$ cat config.mk
export PLATFORM = sky130hd
export DESIGN_NAME = bytewise_io_port
export DESIGN_NICKNAME = d
export VERILOG_FILES = /design/src/shared/io_port_pkg.sv /design/src/hw/bytewise_io_port.sv /design/src/hw/io_reg_byte.sv /design/src/hw/port_line.sv
export SDC_FILE = /design/constraint.sdc
export NUM_CORES = 1
export LEC_CHECK = 0
export BUFFER_PORTS_ARGS = -buffer_cell sky130_fd_sc_hd__buf_4
export CAP_MARGIN = 0
export CORE_AREA = 2 2 111 124
export CTS_CLUSTER_SIZE = 24
export DETAILED_ROUTE_END_ITERATION = 7
export DIE_AREA = 0 0 113 126
export SLEW_MARGIN = 40
export SYNTH_ARGS = -nofsm -noshare
export SYNTH_HDL_FRONTEND = slang
export SYNTH_SLANG_ARGS = --single-unit
$ cat constraint.sdc
create_clock -name clock -period 4.15 [get_ports clock]
set_input_delay 0.83 -clock clock [delete_from_list [all_inputs] [get_ports clock]]
set_output_delay 0.83 -clock clock [all_outputs]
set_load 0.01 [all_outputs]
$ cat src/shared/io_port_pkg.sv
// Shared constants, address map and mode encoding of the bytewise I/O port
package io_port_pkg;

    // ==========================================================
    // Geometry
    localparam int LINES = 8;
    localparam int LINE_IDX_W = 3;
    typedef logic [LINES-1:0] byte_t;
    typedef logic [LINE_IDX_W-1:0] line_idx_t;

    // ==========================================================
    // Data-space addresses of the three port registers
    localparam logic [7:0] ADDR_LEVEL = 8'hC0;
    localparam logic [7:0] ADDR_DIR = 8'hC4;
    localparam logic [7:0] ADDR_OPT = 8'hCC;

    // ==========================================================
    // Reset and fixed values
    localparam byte_t REG_RESET = 8'h00;
    localparam byte_t READ_UNMAPPED = 8'h00;
    localparam byte_t ANALOG_CAPABLE_ALL = 8'hFF;
    localparam line_idx_t LINE_IDX_NONE = 3'h0;

    // Direction and option bit meanings
    localparam logic DIR_INPUT = 1'b0;
    localparam logic DIR_OUTPUT = 1'b1;
    localparam logic OPT_PLAIN = 1'b0;
    localparam logic OPT_ALT = 1'b1;
    localparam logic LATCH_LOW = 1'b0;
    localparam logic LATCH_HIGH = 1'b1;

    // ==========================================================
    // Per-line operating mode
    typedef enum logic [2:0] {
        MODE_IN_PULLUP,
        MODE_IN_FLOAT,
        MODE_IN_IRQ,
        MODE_ANALOG,
        MODE_OPEN_DRAIN,
        MODE_PUSH_PULL
    } line_mode_e;

endpackage

$ cat src/hw/bytewise_io_port.sv
// Bytewise general-purpose I/O port with data-space register access
`timescale 1ns/100ps
`default_nettype none

module bytewise_io_port #(
    parameter logic [7:0] LEVEL_ADDR = io_port_pkg::ADDR_LEVEL,
    parameter logic [7:0] DIR_ADDR = io_port_pkg::ADDR_DIR,
    parameter logic [7:0] OPT_ADDR = io_port_pkg::ADDR_OPT,
    parameter io_port_pkg::byte_t ANALOG_CAPABLE = io_port_pkg::ANALOG_CAPABLE_ALL
) (
    input wire logic clock,
    input wire logic sys_rst,
    // Data-space access from the core
    input wire logic [7:0] dataAddr,
    input wire logic dataWrEn,
    input wire logic dataRdEn,
    input wire io_port_pkg::byte_t dataWrData,
    output io_port_pkg::byte_t dataRdData,
    output logic dataRdValid,
    output logic dataHit,
    // Pads
    input wire io_port_pkg::byte_t padIn,
    output io_port_pkg::byte_t padOut,
    output io_port_pkg::byte_t padOe,
    output io_port_pkg::byte_t pullUpEn,
    // Interrupt unit
    output io_port_pkg::byte_t irqLineEn,
    output io_port_pkg::byte_t irqLineLevel,
    // Analog converter selector
    output io_port_pkg::byte_t analogSel,
    output io_port_pkg::line_idx_t analogIndex,
    output logic analogValid,
    output logic analogConflict,
    // Line status
    output io_port_pkg::byte_t lineIsOutput
);

    // ==========================================================
    // Local state
    typedef struct packed {
        io_port_pkg::byte_t pinSample;
        io_port_pkg::byte_t rdData;
        logic rdValid;
        io_port_pkg::line_idx_t analogIndex;
        logic analogValid;
        logic analogConflict;
    } state_s;

    state_s state_q;
    state_s state_d;

    io_port_pkg::byte_t levelLatch;
    io_port_pkg::byte_t dirReg;
    io_port_pkg::byte_t optReg;
    io_port_pkg::byte_t levelRead;
    io_port_pkg::byte_t lineAnalog;
    io_port_pkg::byte_t lineIrqEn;
    io_port_pkg::byte_t lineIrqLevel;
    io_port_pkg::byte_t linePadOut;
    io_port_pkg::byte_t linePadOe;
    io_port_pkg::byte_t linePullUp;

    logic hitLevel;
    logic hitDir;
    logic hitOpt;
    logic wrLevel;
    logic wrDir;
    logic wrOpt;

    // ==========================================================
    // Address decode
    always_comb begin
        hitLevel = 1'b0;
        hitDir = 1'b0;
        hitOpt = 1'b0;
        if (dataAddr == LEVEL_ADDR) begin
            hitLevel = 1'b1;
        end else if (dataAddr == DIR_ADDR) begin
            hitDir = 1'b1;
        end else if (dataAddr == OPT_ADDR) begin
            hitOpt = 1'b1;
        end
    end

    // Write strobes per register
    assign wrLevel = dataWrEn & hitLevel;
    assign wrDir = dataWrEn & hitDir;
    assign wrOpt = dataWrEn & hitOpt;
    assign dataHit = hitLevel | hitDir | hitOpt;

    // ==========================================================
    // Port registers, all cleared on reset
    io_reg_byte u_level_reg (
        .clock(clock),
        .sys_rst(sys_rst),
        .wrEn(wrLevel),
        .wrData(dataWrData),
        .value(levelLatch)
    );

    io_reg_byte u_dir_reg (
        .clock(clock),
        .sys_rst(sys_rst),
        .wrEn(wrDir),
        .wrData(dataWrData),
        .value(dirReg)
    );

    io_reg_byte u_opt_reg (
        .clock(clock),
        .sys_rst(sys_rst),
        .wrEn(wrOpt),
        .wrData(dataWrData),
        .value(optReg)
    );

    // ==========================================================
    // Per-line mode decode
    for (genvar n = 0; n < io_port_pkg::LINES; n++) begin : g_line
        port_line u_line (
            .dirBit(dirReg[n]),
            .optBit(optReg[n]),
            .latchBit(levelLatch[n]),
            .pinLevel(state_q.pinSample[n]),
            .analogOk(ANALOG_CAPABLE[n]),
            .mode(),
            .padOut(linePadOut[n]),
            .padOe(linePadOe[n]),
            .pullUpEn(linePullUp[n]),
            .analogSel(lineAnalog[n]),
            .irqEn(lineIrqEn[n]),
            .irqLevel(lineIrqLevel[n])
        );
    end

    // ==========================================================
    // Level read view: pin on inputs, latch on outputs
    always_comb begin
        for (int i = 0; i < io_port_pkg::LINES; i++) begin
            if (dirReg[i] == io_port_pkg::DIR_INPUT) begin
                levelRead[i] = state_q.pinSample[i];
            end else begin
                levelRead[i] = levelLatch[i];
            end
        end
    end

    // ==========================================================
    // Next state: pin sampling, read data, analog selector
    always_comb begin
        int count;
        count = 0;
        state_d = state_q;
        state_d.pinSample = padIn;
        state_d.rdValid = dataRdEn;
        // Read data mux, unmapped reads give zero
        if (dataRdEn) begin
            if (hitLevel) begin
                state_d.rdData = levelRead;
            end else if (hitDir) begin
                state_d.rdData = dirReg;
            end else if (hitOpt) begin
                state_d.rdData = optReg;
            end else begin
                state_d.rdData = io_port_pkg::READ_UNMAPPED;
            end
        end
        // Lowest selected analog line becomes the converter channel
        state_d.analogIndex = io_port_pkg::LINE_IDX_NONE;
        for (int i = io_port_pkg::LINES - 1; i >= 0; i--) begin
            if (lineAnalog[i]) begin
                state_d.analogIndex = io_port_pkg::line_idx_t'(i);
                count = count + 1;
            end
        end
        state_d.analogValid = (count != 0);
        state_d.analogConflict = (count > 1);
    end

    // State register
    always_ff @(posedge clock) begin
        if (sys_rst) begin
            state_q <= '{
                pinSample: io_port_pkg::REG_RESET,
                rdData: io_port_pkg::REG_RESET,
                rdValid: 1'b0,
                analogIndex: io_port_pkg::LINE_IDX_NONE,
                analogValid: 1'b0,
                analogConflict: 1'b0
            };
        end else begin
            state_q <= state_d;
        end
    end

    // ==========================================================
    // Outputs
    assign dataRdData = state_q.rdData;
    assign dataRdValid = state_q.rdValid;
    assign padOut = linePadOut;
    assign padOe = linePadOe;
    assign pullUpEn = linePullUp;
    assign irqLineEn = lineIrqEn;
    assign irqLineLevel = lineIrqLevel;
    assign analogSel = lineAnalog;
    assign analogIndex = state_q.analogIndex;
    assign analogValid = state_q.analogValid;
    assign analogConflict = state_q.analogConflict;
    assign lineIsOutput = dirReg;

endmodule

`default_nettype wire

$ cat src/hw/io_reg_byte.sv
// One 8-bit port register, cleared by reset and loaded on a write strobe
`timescale 1ns/100ps
`default_nettype none

module io_reg_byte (
    input wire logic clock,
    input wire logic sys_rst,
    input wire logic wrEn,
    input wire io_port_pkg::byte_t wrData,
    output io_port_pkg::byte_t value
);

    typedef struct packed {
        io_port_pkg::byte_t value;
    } state_s;

    state_s state_q;
    state_s state_d;

    // Next value: write wins, otherwise hold
    always_comb begin
        state_d = state_q;
        if (wrEn) begin
            state_d.value = wrData;
        end
    end

    // State register, cleared on reset
    always_ff @(posedge clock) begin
        if (sys_rst) begin
            state_q <= '{value: io_port_pkg::REG_RESET};
        end else begin
            state_q <= state_d;
        end
    end

    assign value = state_q.value;

endmodule

`default_nettype wire

$ cat src/hw/port_line.sv
// Mode decode and pad control for a single port line
`timescale 1ns/100ps
`default_nettype none

module port_line (
    input wire logic dirBit,
    input wire logic optBit,
    input wire logic latchBit,
    input wire logic pinLevel,
    input wire logic analogOk,
    output io_port_pkg::line_mode_e mode,
    output logic padOut,
    output logic padOe,
    output logic pullUpEn,
    output logic analogSel,
    output logic irqEn,
    output logic irqLevel
);

    // Mode select from direction, option and latch bits
    always_comb begin
        mode = io_port_pkg::MODE_IN_PULLUP;
        if (dirBit == io_port_pkg::DIR_OUTPUT) begin
            if (optBit == io_port_pkg::OPT_PLAIN) begin
                mode = io_port_pkg::MODE_OPEN_DRAIN;
            end else begin
                mode = io_port_pkg::MODE_PUSH_PULL;
            end
        end else if (optBit == io_port_pkg::OPT_PLAIN) begin
            if (latchBit == io_port_pkg::LATCH_HIGH) begin
                mode = io_port_pkg::MODE_IN_FLOAT;
            end else begin
                mode = io_port_pkg::MODE_IN_PULLUP;
            end
        end else if (latchBit == io_port_pkg::LATCH_LOW) begin
            mode = io_port_pkg::MODE_IN_IRQ;
        end else if (analogOk) begin
            mode = io_port_pkg::MODE_ANALOG;
        end else begin
            mode = io_port_pkg::MODE_IN_FLOAT; // No analog path, plain float
        end
    end

    // Pad drivers per mode
    always_comb begin
        padOut = 1'b0;
        padOe = 1'b0;
        pullUpEn = 1'b0;
        analogSel = 1'b0;
        irqEn = 1'b0;
        case (mode)
            io_port_pkg::MODE_IN_PULLUP: begin
                pullUpEn = 1'b1;
            end
            io_port_pkg::MODE_IN_IRQ: begin
                pullUpEn = 1'b1;
                irqEn = 1'b1;
            end
            io_port_pkg::MODE_ANALOG: begin
                analogSel = 1'b1;
            end
            io_port_pkg::MODE_OPEN_DRAIN: begin
                padOut = 1'b0;
                padOe = (latchBit == io_port_pkg::LATCH_LOW);
            end
            io_port_pkg::MODE_PUSH_PULL: begin
                padOut = latchBit;
                padOe = 1'b1;
            end
            default: begin
                padOe = 1'b0;
            end
        endcase
    end

    // Level handed to the interrupt unit, which picks the trigger
    assign irqLevel = irqEn & pinLevel;

endmodule

`default_nettype wire

==> results of run 1 <==
stage by stage:
| step | util (%) | power, mW | worst slack (ns) |
|---|---|---|---|
| global placement | 28.8 | 0.511 | 0.0694 |
| CTS | 30.4 | 0.924 | 0.00548 |
| global route | 31.3 | 0.946 | -0.173 |
| floorplan | - | 0.482 | 0.0574 |
| detailed placement | 28.8 | 0.512 | -0.136 |
| finish | 31.3 | 0.909 | 0.0980 |
what timing repair did:
item,CTS,global route
gates resized for setup,10,12
pin swaps,4,12
endpoints found under the setup margin,2,2
buffers inserted,4,4
cells by family (layout without fill, tap and decap cells):
family,count (synthesis),in the layout,synth area share [%]
AND/OR/NAND/NOR,147,147,24.3
buffers and inverters,91,152,19.4
AO/OA/AOI/OAI,50,50,9.95
flip-flops,46,46,28.7
multiplexers,31,31,9.87
XOR/XNOR,10,10,4.25
adder cells (fa/ha/maj),9,9,3.51
flip-flops by register name, summed over array words and instances (netlist names):
signal	cells
u_level_reg.value	8
u_dir_reg.value	8
u_opt_reg.value	8
dataRdData	8
analogConflict	1
analogValid	1
analogIndex	3
state_q	8
dataRdValid	1
metal layers:
metal,global-route usage [%],part of all wire (%)
met4,4.30,1.3
met2,21.5,49
met5,0,0
met3,2.21,5.6
met1,15.6,44
power groups by stage:
stage / registers (mW) / clock network, mW / logic (mW)
after floorplan: 0.458 / 0 / 0.0237
after global placement: 0.459 / 0 / 0.0522
after detailed placement: 0.459 / 0 / 0.0527
after CTS: 0.449 / 0.422 / 0.0529
after global routing: 0.449 / 0.440 / 0.0572
final: 0.449 / 0.409 / 0.0519
synthesized netlist by cell type (3+ instances only):
| cell type | count |
|---|---|
| nand4b_1 | 3 |
| nand2_1 | 15 |
| a21boi_0 | 9 |
| ha_1 | 9 |
| nor2_1 | 56 |
| nor3b_1 | 8 |
| buf_4 | 58 |
| xnor2_1 | 6 |
| mux2i_1 | 29 |
| and3_1 | 14 |
| buf_6 | 6 |
| nand3_1 | 5 |
| and2_1 | 3 |
| nor3_1 | 21 |
| dfxtp_1 | 46 |
| clkbuf_1 | 7 |
| inv_1 | 14 |
| a21oi_1 | 28 |
| nor2b_1 | 8 |
worst max-delay path: cells and delay by family, from the launching register on:
| kind | cells | cell delay, ns |
|---|---|---|
| XOR/XNOR | 1 | 0.13 |
| multiplexers | 4 | 0.79 |
| AO/OA/AOI/OAI | 5 | 0.86 |
| AND/OR/NAND/NOR | 3 | 0.41 |
| flip-flops | 1 | 0.32 |
| adder cells (fa/ha/maj) | 5 | 1.11 |
| buffers and inverters | 3 | 0.31 |
layout make-up:
cell class                      instances  area [µm²]
Fill cell                            1362        8930
Clock inverter                          3        21.3
Inverter                               17        63.8
Timing Repair Buffer                  127         966
Tap cell                              161         201
Clock buffer                            5         125
Multi-Input combinational cell        247        1760
Sequential cell                        46         922
how the worst max path moves through the flow:
stage / depth (start not counted) / end / slack (ns)
finish: 21 / analogConflict / 0.1
global placement: 22 / analogValid / 0.07
global route: 21 / analogConflict / -0.17
floorplan: 19 / analogValid / 0.06
detailed placement: 22 / analogConflict / -0.14
CTS: 21 / analogConflict / 0.005
==> results.yml, run 1 <==
timing:
  tns_ns: 0
  rsz0062_at_grt: "yes"
  fin_crit_ns: 4.05
  fmax_ghz: 0.247
  slew_violations: 0
  clock_skew_ns: 0.0109
  hold_violations: 0
  hold-worst-slack_ns: 0.488
  relSlewSlack_pct: 54.2
  finalSetupViolations: 0
  finalCritPeriodShare_pct: 97.6
  worst_pin_slew_ns: 0.686
clocking:
  clk_pin_slew_ns: 0.07
  htree_levels: 2
  cts_root_buffer: "clkbuf_16"
  clock_sinks: 46
  cts_tree: "yes"
  clockBufferDepth: 2
  clock_latency_ns: 0.30
  cts_buffers: 5
  cts_hold_buf: 0
finish:
  design_area_um2: 4060
  layout.nets: 481
  instances_no_fill: 606
  final_cell_mix: "buf_4 (126), nor2_1 (54), dfxtp_1 (45), mux2i_1 (29), a21oi_1 (27)"
  final_common_cell: "buf_4"
  num_antenna_cells: 0
  drive_gt1_share_pct: 36.6
  syn2layout_area_growth_pct: 26.7
grt:
  antenna_found_initial: 0
  grt_pass1_vias: 2678
  grt_start_max_net_pins: 46
  grt-ovfl-total: 0
  grt_first_pass_wirelength_mm: 13.9
  grt_use_total_pct: 12.5
worst_setup_path:
  worstSetupPathType: "reg -> reg"
  r2r_slack_ns: 0.1
  worstSetupStartpointType: "flip-flop"
  cp_slowest_cell: "dfxtp_2"
  cp-startpoint: "u_dir_reg.value[6]"
  ff2ff_path_depth: 21
  rr_startpoint: "u_dir_reg.value[6]"
  cp.arrival_ns: 4.21
  reg2reg_to: "analogConflict"
  required_ns: 4.31
  crit_path_max_incr_delay_ns: 0.32
  cp-end-kind: "flip-flop"
  path_cells: "nand3b_1 > inv_2 > ha_4 > inv_2 > o21a_1 > o211ai_1 > ha_1 > mux2i_1 > inv_1 > ha_4 > nor2_2 > a21oi_2 > ha_1 > mux2_4 > ha_4 > nand2_4 > xnor2_4 > mux2i_1 > mux2i_1 > a221oi_2 > a21oi_1"
  critPathMaxFanout: 4
synthesis:
  synth-seq-cells: 46
  ys_warn_count: 0
  async_flop_share_pct: 0
  seq_area_frac_synth_pct: 28.7
  netlist_instances: 384
  yosysTopAreaCellShare_pct: 28.7
  yosysUniqueCellTypes: 53
  synth_area_leader_cell: "dfxtp_1"
  syn_avg_cell_area_um2: 8.35
  synth_enable_flop_cells: 0
  synth_ff_type: "dfxtp_1"
  yosys-top-cells-area: "dfxtp_1 (29%), buf_4 (14%), mux2i_1 (9.1%), nor2_1 (6.6%), a21oi_1 (4.4%)"
  synth_area_um2: 3210
  synth_nets: 421
placement:
  place_inst: 590
  gp_congestion: 0.774
  place.port_buffers: 98
  hpwl_mm: 6.80
  placed_cell_area_um2: 3740
route:
  drc: 9
  vias: 2737
  drtPass1Iterations: 6
  first_iter_violations: 126
  ant_nets: 0
  wire_per_inst_um: 15.2
  vias_per_cell: 4.52
  wirelength_mm: 9.24
run_status:
  violations: "design-rule violations"
  status: "finished with violations"
worst_hold_path:
  hold_path_class: "reg -> reg"
  hold_end: "dataRdData[6]"
  hold_start: "dataRdData[6]"
  whs_path_depth: 2
power:
  p_per_area_nw_per_um2: 224
  p_int_mw: 0.694
  swShare_pct: 23.7
  seqPwrFrac_pct: 49.4
  leakage_nw: 1.93
  combPwrFrac_pct: 5.7
  ir_drop_mv: 0.129
  p_sw_mw: 0.215
  clockPowerShare_pct: 44.9
floorplan:
  io_pins: 99
  initial_utilization_pct: 24.7
  fp.dieH_um: 126
  die_x_um: 113
  placementRows: 44
  coreArea_um2: 13000
  dieArea_um2: 14200
job:
  maxCapViolCount: 0
Power figures use the tool's default switching activity.
==> inputs of run 2 (changes only) <==
--- a/config.mk
+++ b/config.mk
@@ -8,6 +8,7 @@
 export BUFFER_PORTS_ARGS = -buffer_cell sky130_fd_sc_hd__buf_4
 export CAP_MARGIN = 0
 export CORE_AREA = 2 2 111 124
+export CTS_BUF_LIST = sky130_fd_sc_hd__clkbuf_8
 export CTS_CLUSTER_SIZE = 24
 export DETAILED_ROUTE_END_ITERATION = 7
 export DIE_AREA = 0 0 113 126
==> run 2 against run 1 <==
Against the previous run:
- the flow still finishes with violations (design-rule violations)
- cell count is the same
- total power fell by 13%
- clock-buffer cell count did not move
- global-route usage about the same
- critical path depth down 1
- combinational power about the same
- maximum frequency down 0.23%
- via count rose by 0.26%
- flip-flop and latch count unchanged
- clock power decreased by 28%
- highest routed layer unchanged
==> results.yml, run 2 (synthesis results as in run 1) <==
worst_setup_path:
  cp-end-kind: "flip-flop"
  cp.arrival_ns: 4.25
  r2r_slack_ns: 0.09
  reg2reg_to: "analogConflict"
  ff2ff_path_depth: 20
  cp_common_cell: "ha_1"
  path_cells: "nand3b_1 > ha_1 > nand4b_1 > o21a_1 > o211ai_1 > ha_1 > mux2i_2 > inv_1 > ha_4 > nor2_2 > a21oi_2 > ha_1 > mux2_4 > ha_4 > nand2_4 > xnor2_4 > mux2i_1 > mux2i_1 > a221oi_2 > a21oi_1"
  cp_slowest_cell: "dfxtp_2"
  worstSetupPathType: "reg -> reg"
  crit_family: "adder cells"
  rr_startpoint: "u_dir_reg.value[6]"
  worstSetupStartpointType: "flip-flop"
  critPathMaxFanout: 4
  crit_path_max_incr_delay_ns: 0.33
  cp_num_buf_inv: 1
  required_ns: 4.34
timing:
  tns_ns: 0
  hold_violations: 0
  fmax_ghz: 0.246
  fin_ws_ns: 0.0886
  slew_violations: 0
  finalSetupViolations: 0
  finalCritPeriodShare_pct: 97.9
  clock_skew_ns: 0.0131
  worst_pin_slew_ns: 0.684
  fin_crit_ns: 4.06
  relSlewSlack_pct: 54.2
  rsz0062_at_grt: "yes"
clocking:
  clock_sinks: 46
  cts_buffers: 5
  cts_root_buffer: "clkbuf_8"
  htree_levels: 2
  cts_hold_buf: 0
  cts_tree: "yes"
  clk_pin_slew_ns: 0.10
  clock_latency_ns: 0.32
  clockBufferDepth: 2
power:
  ir_drop_mv: 0.105
  leakage_nw: 1.90
  p_per_area_nw_per_um2: 198
grt:
  antenna_found_initial: 0
  grt_pass1_vias: 2671
  met2_usage_pct: 21.3
  grt_first_pass_wirelength_mm: 13.9
  grt_use_met1_pct: 15.5
  grt_start_max_net_pins: 46
  grt-ovfl-total: 0
  busiest_layer: "met2"
  grt_use_total_pct: 12.4
  use_met3_pct: 2.50
worst_hold_path:
  hold_path_class: "reg -> reg"
  hold_end: "dataRdData[6]"
  whs_path_depth: 2
  hold_start: "dataRdData[6]"
route:
  wire_per_inst_um: 15.1
  wirelength_mm: 9.16
  first_iter_violations: 123
  vias_per_cell: 4.53
  vias: 2744
  drtPass1Iterations: 6
  ant_nets: 0
  drc: 9
floorplan:
  io_pins: 99
  dieArea_um2: 14200
  coreArea_um2: 13000
  die_x_um: 113
  initial_utilization_pct: 24.7
  fp.dieH_um: 126
  placementRows: 44
finish:
  syn2layout_area_growth_pct: 25.0
  layout.nets: 481
  final_cell_mix: "buf_4 (126), nor2_1 (54), dfxtp_1 (45), mux2i_1 (28), a21oi_1 (27)"
  drive_gt1_share_pct: 36.9
  num_antenna_cells: 0
  final_util_pct: 30.9
  final_common_cell: "buf_4"
placement:
  place.port_buffers: 98
  gp_congestion: 0.774
  hpwl_mm: 6.80
  pre_cts_slack_ns: -0.136
run_status:
  status: "finished with violations"
  violations: "design-rule violations"
job:
  maxCapViolCount: 0
run 2: area by class of cell:
cell class | instances | area (µm²)
Clock buffer | 5 | 68.8
Clock inverter | 3 | 21.3
Sequential cell | 46 | 922
Inverter | 17 | 63.8
Multi-Input combinational cell | 247 | 1770
Tap cell | 161 | 201
Timing Repair Buffer | 127 | 966
Fill cell | 1365 | 8980
run 2: report_power, final:
group	switching [mW]	internal [mW]	leakage [nW]
clock	0.174	0.119	0.0441
combinational	0.0273	0.0243	1.48
sequential	0.00284	0.446	0.373
total	0.205	0.589	1.90
run 2: worst max-delay path by stage:
stage | startpoint | end | slack [ns] | cells past startpoint
after floorplan | u_level_reg.value[7] | analogValid | 0.06 | 19
after global placement | u_level_reg.value[7] | analogValid | 0.07 | 22
after detailed placement | u_level_reg.value[7] | analogConflict | -0.14 | 22
after CTS | u_dir_reg.value[6] | analogConflict | 0.002 | 21
after global routing | u_dir_reg.value[6] | analogConflict | -0.15 | 21
final | u_dir_reg.value[6] | analogConflict | 0.09 | 20
run 2: layer usage:
| metal | part of all wire [%] | vias up | routed length (µm) |
|---|---|---|---|
| met4 | 1.5 | 0 | 136 |
| met1 | 45 | 1300 | 4080 |
| li1 | - | 1363 | - |
| met2 | 48 | 73 | 4410 |
| met5 | 0 | - | 0 |
| met3 | 5.8 | 8 | 529 |
run 2: tightest hold or removal path, cell delays in order, from the launching register on:
cell and delay [ns]:
dfxtp_1 0.33, a21oi_1 0.06, nor2_1 0.07
run 2: per-stage QoR:
stage | area, µm² | hold slack, ns | power, mW | cells
floorplan | 3210 | 0.524 | 0.482 | 384
global placement | 3740 | 0.474 | 0.511 | 590
detailed placement | 3740 | 0.480 | 0.512 | 590
CTS | 3880 | 0.502 | 0.807 | 601
global route | 4010 | 0.519 | 0.829 | 606
finish | 4010 | 0.494 | 0.794 | 606
run 2: repair_timing:
item                       CTS  global route
setup buffers                3             5
pin swaps                    4            12
gates resized for setup      8            15
setup endpoints to repair    2             2
==> inputs of run 3 (changes only) <==
--- a/config.mk
+++ b/config.mk
@@ -7,11 +7,12 @@
 export LEC_CHECK = 0
 export BUFFER_PORTS_ARGS = -buffer_cell sky130_fd_sc_hd__buf_4
 export CAP_MARGIN = 0
-export CORE_AREA = 2 2 111 124
+export CORE_AREA = 8 8 90 100
 export CTS_BUF_LIST = sky130_fd_sc_hd__clkbuf_8
 export CTS_CLUSTER_SIZE = 24
 export DETAILED_ROUTE_END_ITERATION = 7
-export DIE_AREA = 0 0 113 126
+export DIE_AREA = 0 0 98 108
+export PLACE_DENSITY = 0.73
 export SLEW_MARGIN = 40
 export SYNTH_ARGS = -nofsm -noshare
 export SYNTH_HDL_FRONTEND = slang
==> run 3 against run 2 <==
Against the previous run:
- the run now ends clean
- clock skew is 0.010 ns lower
- core utilization is 23 points higher
- clock-buffer cell count is 1 higher
- critical path depth is 1 higher
- highest routed layer unchanged
==> results.yml, run 3 (synthesis results as in run 1) <==
finish:
  syn2layout_area_growth_pct: 22.0
  instances_no_fill: 534
  final_common_cell: "buf_4"
  multi_input_area_um2: 1760
  final_cell_mix: "buf_4 (129), nor2_1 (54), dfxtp_1 (45), mux2i_1 (28), a21oi_1 (27)"
  drive_gt1_share_pct: 36.7
  design_area_um2: 3910
  num_antenna_cells: 0
  seqCellArea_um2: 922
  fillCellCount: 692
  layout.nets: 483
route:
  vias_per_cell: 5.19
  first_iter_violations: 129
  drtPass1Iterations: 4
  wire_per_inst_um: 16.3
  drc: 0
  wirelength_mm: 8.69
  ant_nets: 0
  vias: 2773
clocking:
  cts_root_buffer: "clkbuf_8"
  clockBufferDepth: 2
  clk_pin_slew_ns: 0.09
  htree_levels: 2
  cts_hold_buf: 0
  clock_sinks: 46
  cts_tree: "yes"
  clock_latency_ns: 0.29
  cts_buffers: 5
worst_setup_path:
  cp-end-kind: "flip-flop"
  r2r_slack_ns: 0.01
  reg2reg_to: "analogValid"
  required_ns: 4.31
  cp_common_cell: "ha_1"
  cp_num_buf_inv: 3
  worst-path-stages: 21
  crit_path_max_incr_delay_ns: 0.33
  cp.arrival_ns: 4.30
  worstSetupPathType: "reg -> reg"
  worstSetupStartpointType: "flip-flop"
  crit_family: "adder cells"
  cp_slowest_cell: "dfxtp_2"
  rr_startpoint: "u_dir_reg.value[6]"
  critPathMaxFanout: 3
  ff2ff_path_depth: 21
  path_cells: "nand3b_1 > inv_1 > ha_2 > inv_2 > o21a_1 > o211ai_1 > ha_1 > mux2i_2 > inv_1 > ha_1 > nor2_2 > a21oi_2 > ha_1 > mux2_4 > ha_4 > nand2_4 > xnor2_4 > mux2i_1 > mux2i_1 > a221oi_2 > a31oi_1"
placement:
  placed_cell_area_um2: 3650
  place_inst: 516
  place.port_buffers: 98
  gp_congestion: 0.814
  hpwl_mm: 6.32
worst_hold_path:
  hold_end: "dataRdData[5]"
  hold_start: "dataRdData[5]"
  whs_path_depth: 2
  hold_path_class: "reg -> reg"
power:
  combPwrFrac_pct: 6.6
  leakage_nw: 1.92
  ir_drop_mv: 0.0894
  p_sw_mw: 0.178
  swShare_pct: 22.8
  seqPwrFrac_pct: 57.5
  p_per_area_nw_per_um2: 199
  p_int_mw: 0.602
  clockPowerShare_pct: 35.9
grt:
  grt_first_pass_wirelength_mm: 13.8
  grt_start_max_net_pins: 46
  grt_use_total_pct: 15.9
  grt-ovfl-total: 0
  grt_pass1_vias: 2783
  antenna_found_initial: 0
timing:
  fin_crit_ns: 4.14
  fmax_ghz: 0.242
  finalSetupViolations: 0
  worst_pin_slew_ns: 0.688
  slew_violations: 0
  rsz0062_at_grt: "yes"
  relSlewSlack_pct: 54.0
  clock_skew_ns: 0.00294
  hold_violations: 0
  finalCritPeriodShare_pct: 99.8
floorplan:
  dieArea_um2: 10600
  coreArea_um2: 7310
  io_pins: 99
  die_x_um: 98
  fp.dieH_um: 108
  initial_utilization_pct: 43.9
  placementRows: 33
job:
  maxCapViolCount: 0
run_status:
  status: "finished, final reports clean"
run 3: how the worst max path moves through the flow:
| stage | slack (ns) | to | from |
|---|---|---|---|
| 6_report | 0.01 | analogValid | u_dir_reg.value[6] |
| 5_1_grt | -0.18 | analogValid | u_dir_reg.value[6] |
| 4_1_cts | 0.03 | analogValid | u_level_reg.value[7] |
| 3_5_place_dp | -0.18 | analogValid | u_level_reg.value[7] |
| 3_3_place_gp | 0.07 | analogValid | u_level_reg.value[7] |
| 2_1_floorplan | 0.06 | analogValid | u_level_reg.value[7] |
run 3: timing repair:
item | 4_1_cts | 5_1_grt
buffers inserted | 6 | 4
endpoints found under the setup margin | 2 | 2
resized for setup | 9 | 12
pin swaps | 4 | 12
endpoints found under the hold margin | 0 | 0
run 3: power by group through the flow:
| stage | registers (mW) | clock network (mW) | logic (mW) |
|---|---|---|---|
| floorplan | 0.458 | 0 | 0.0237 |
| global route | 0.449 | 0.310 | 0.0560 |
| global placement | 0.459 | 0 | 0.0509 |
| detailed placement | 0.459 | 0 | 0.0516 |
| finish | 0.449 | 0.280 | 0.0513 |
| CTS | 0.449 | 0.291 | 0.0517 |
run 3: cell type report:
class,count,share of cell area (%)
clock buffers,6,2.11
clock inverters,2,0.224
inverters,17,1.63
multi-input cells,247,44.9
flip-flops and latches,46,23.6
well taps,87,2.78
repair buffers,129,24.8
run 3: worst min-delay path, cell delays in order, from the launching register on:
cell	delay, ns
dfxtp_1	0.34
a21oi_1	0.07
nor2_1	0.07
run 3: through the flow:
step	TNS [ns]	hold slack (ns)	power [mW]	setup slack, ns	util, %
after detailed placement	-0.350	0.485	0.511	-0.178	49.9
after CTS	0	0.506	0.792	0.0341	52.3
after floorplan	0	0.524	0.482	0.0574	-
final	0	0.508	0.780	0.0104	53.5
after global routing	-0.343	0.538	0.816	-0.179	53.5
after global placement	0	0.469	0.510	0.0719	49.9
run 3: metal layers:
metal  global-route usage [%]  vias to the layer above  wire length [µm]
met2                     27.6                       85              4310
li1                         -                     1374                 -
met5                        0                        -                 0
met4                     4.57                        0                94
met1                     19.1                     1306              3730
met3                     3.73                        8               547
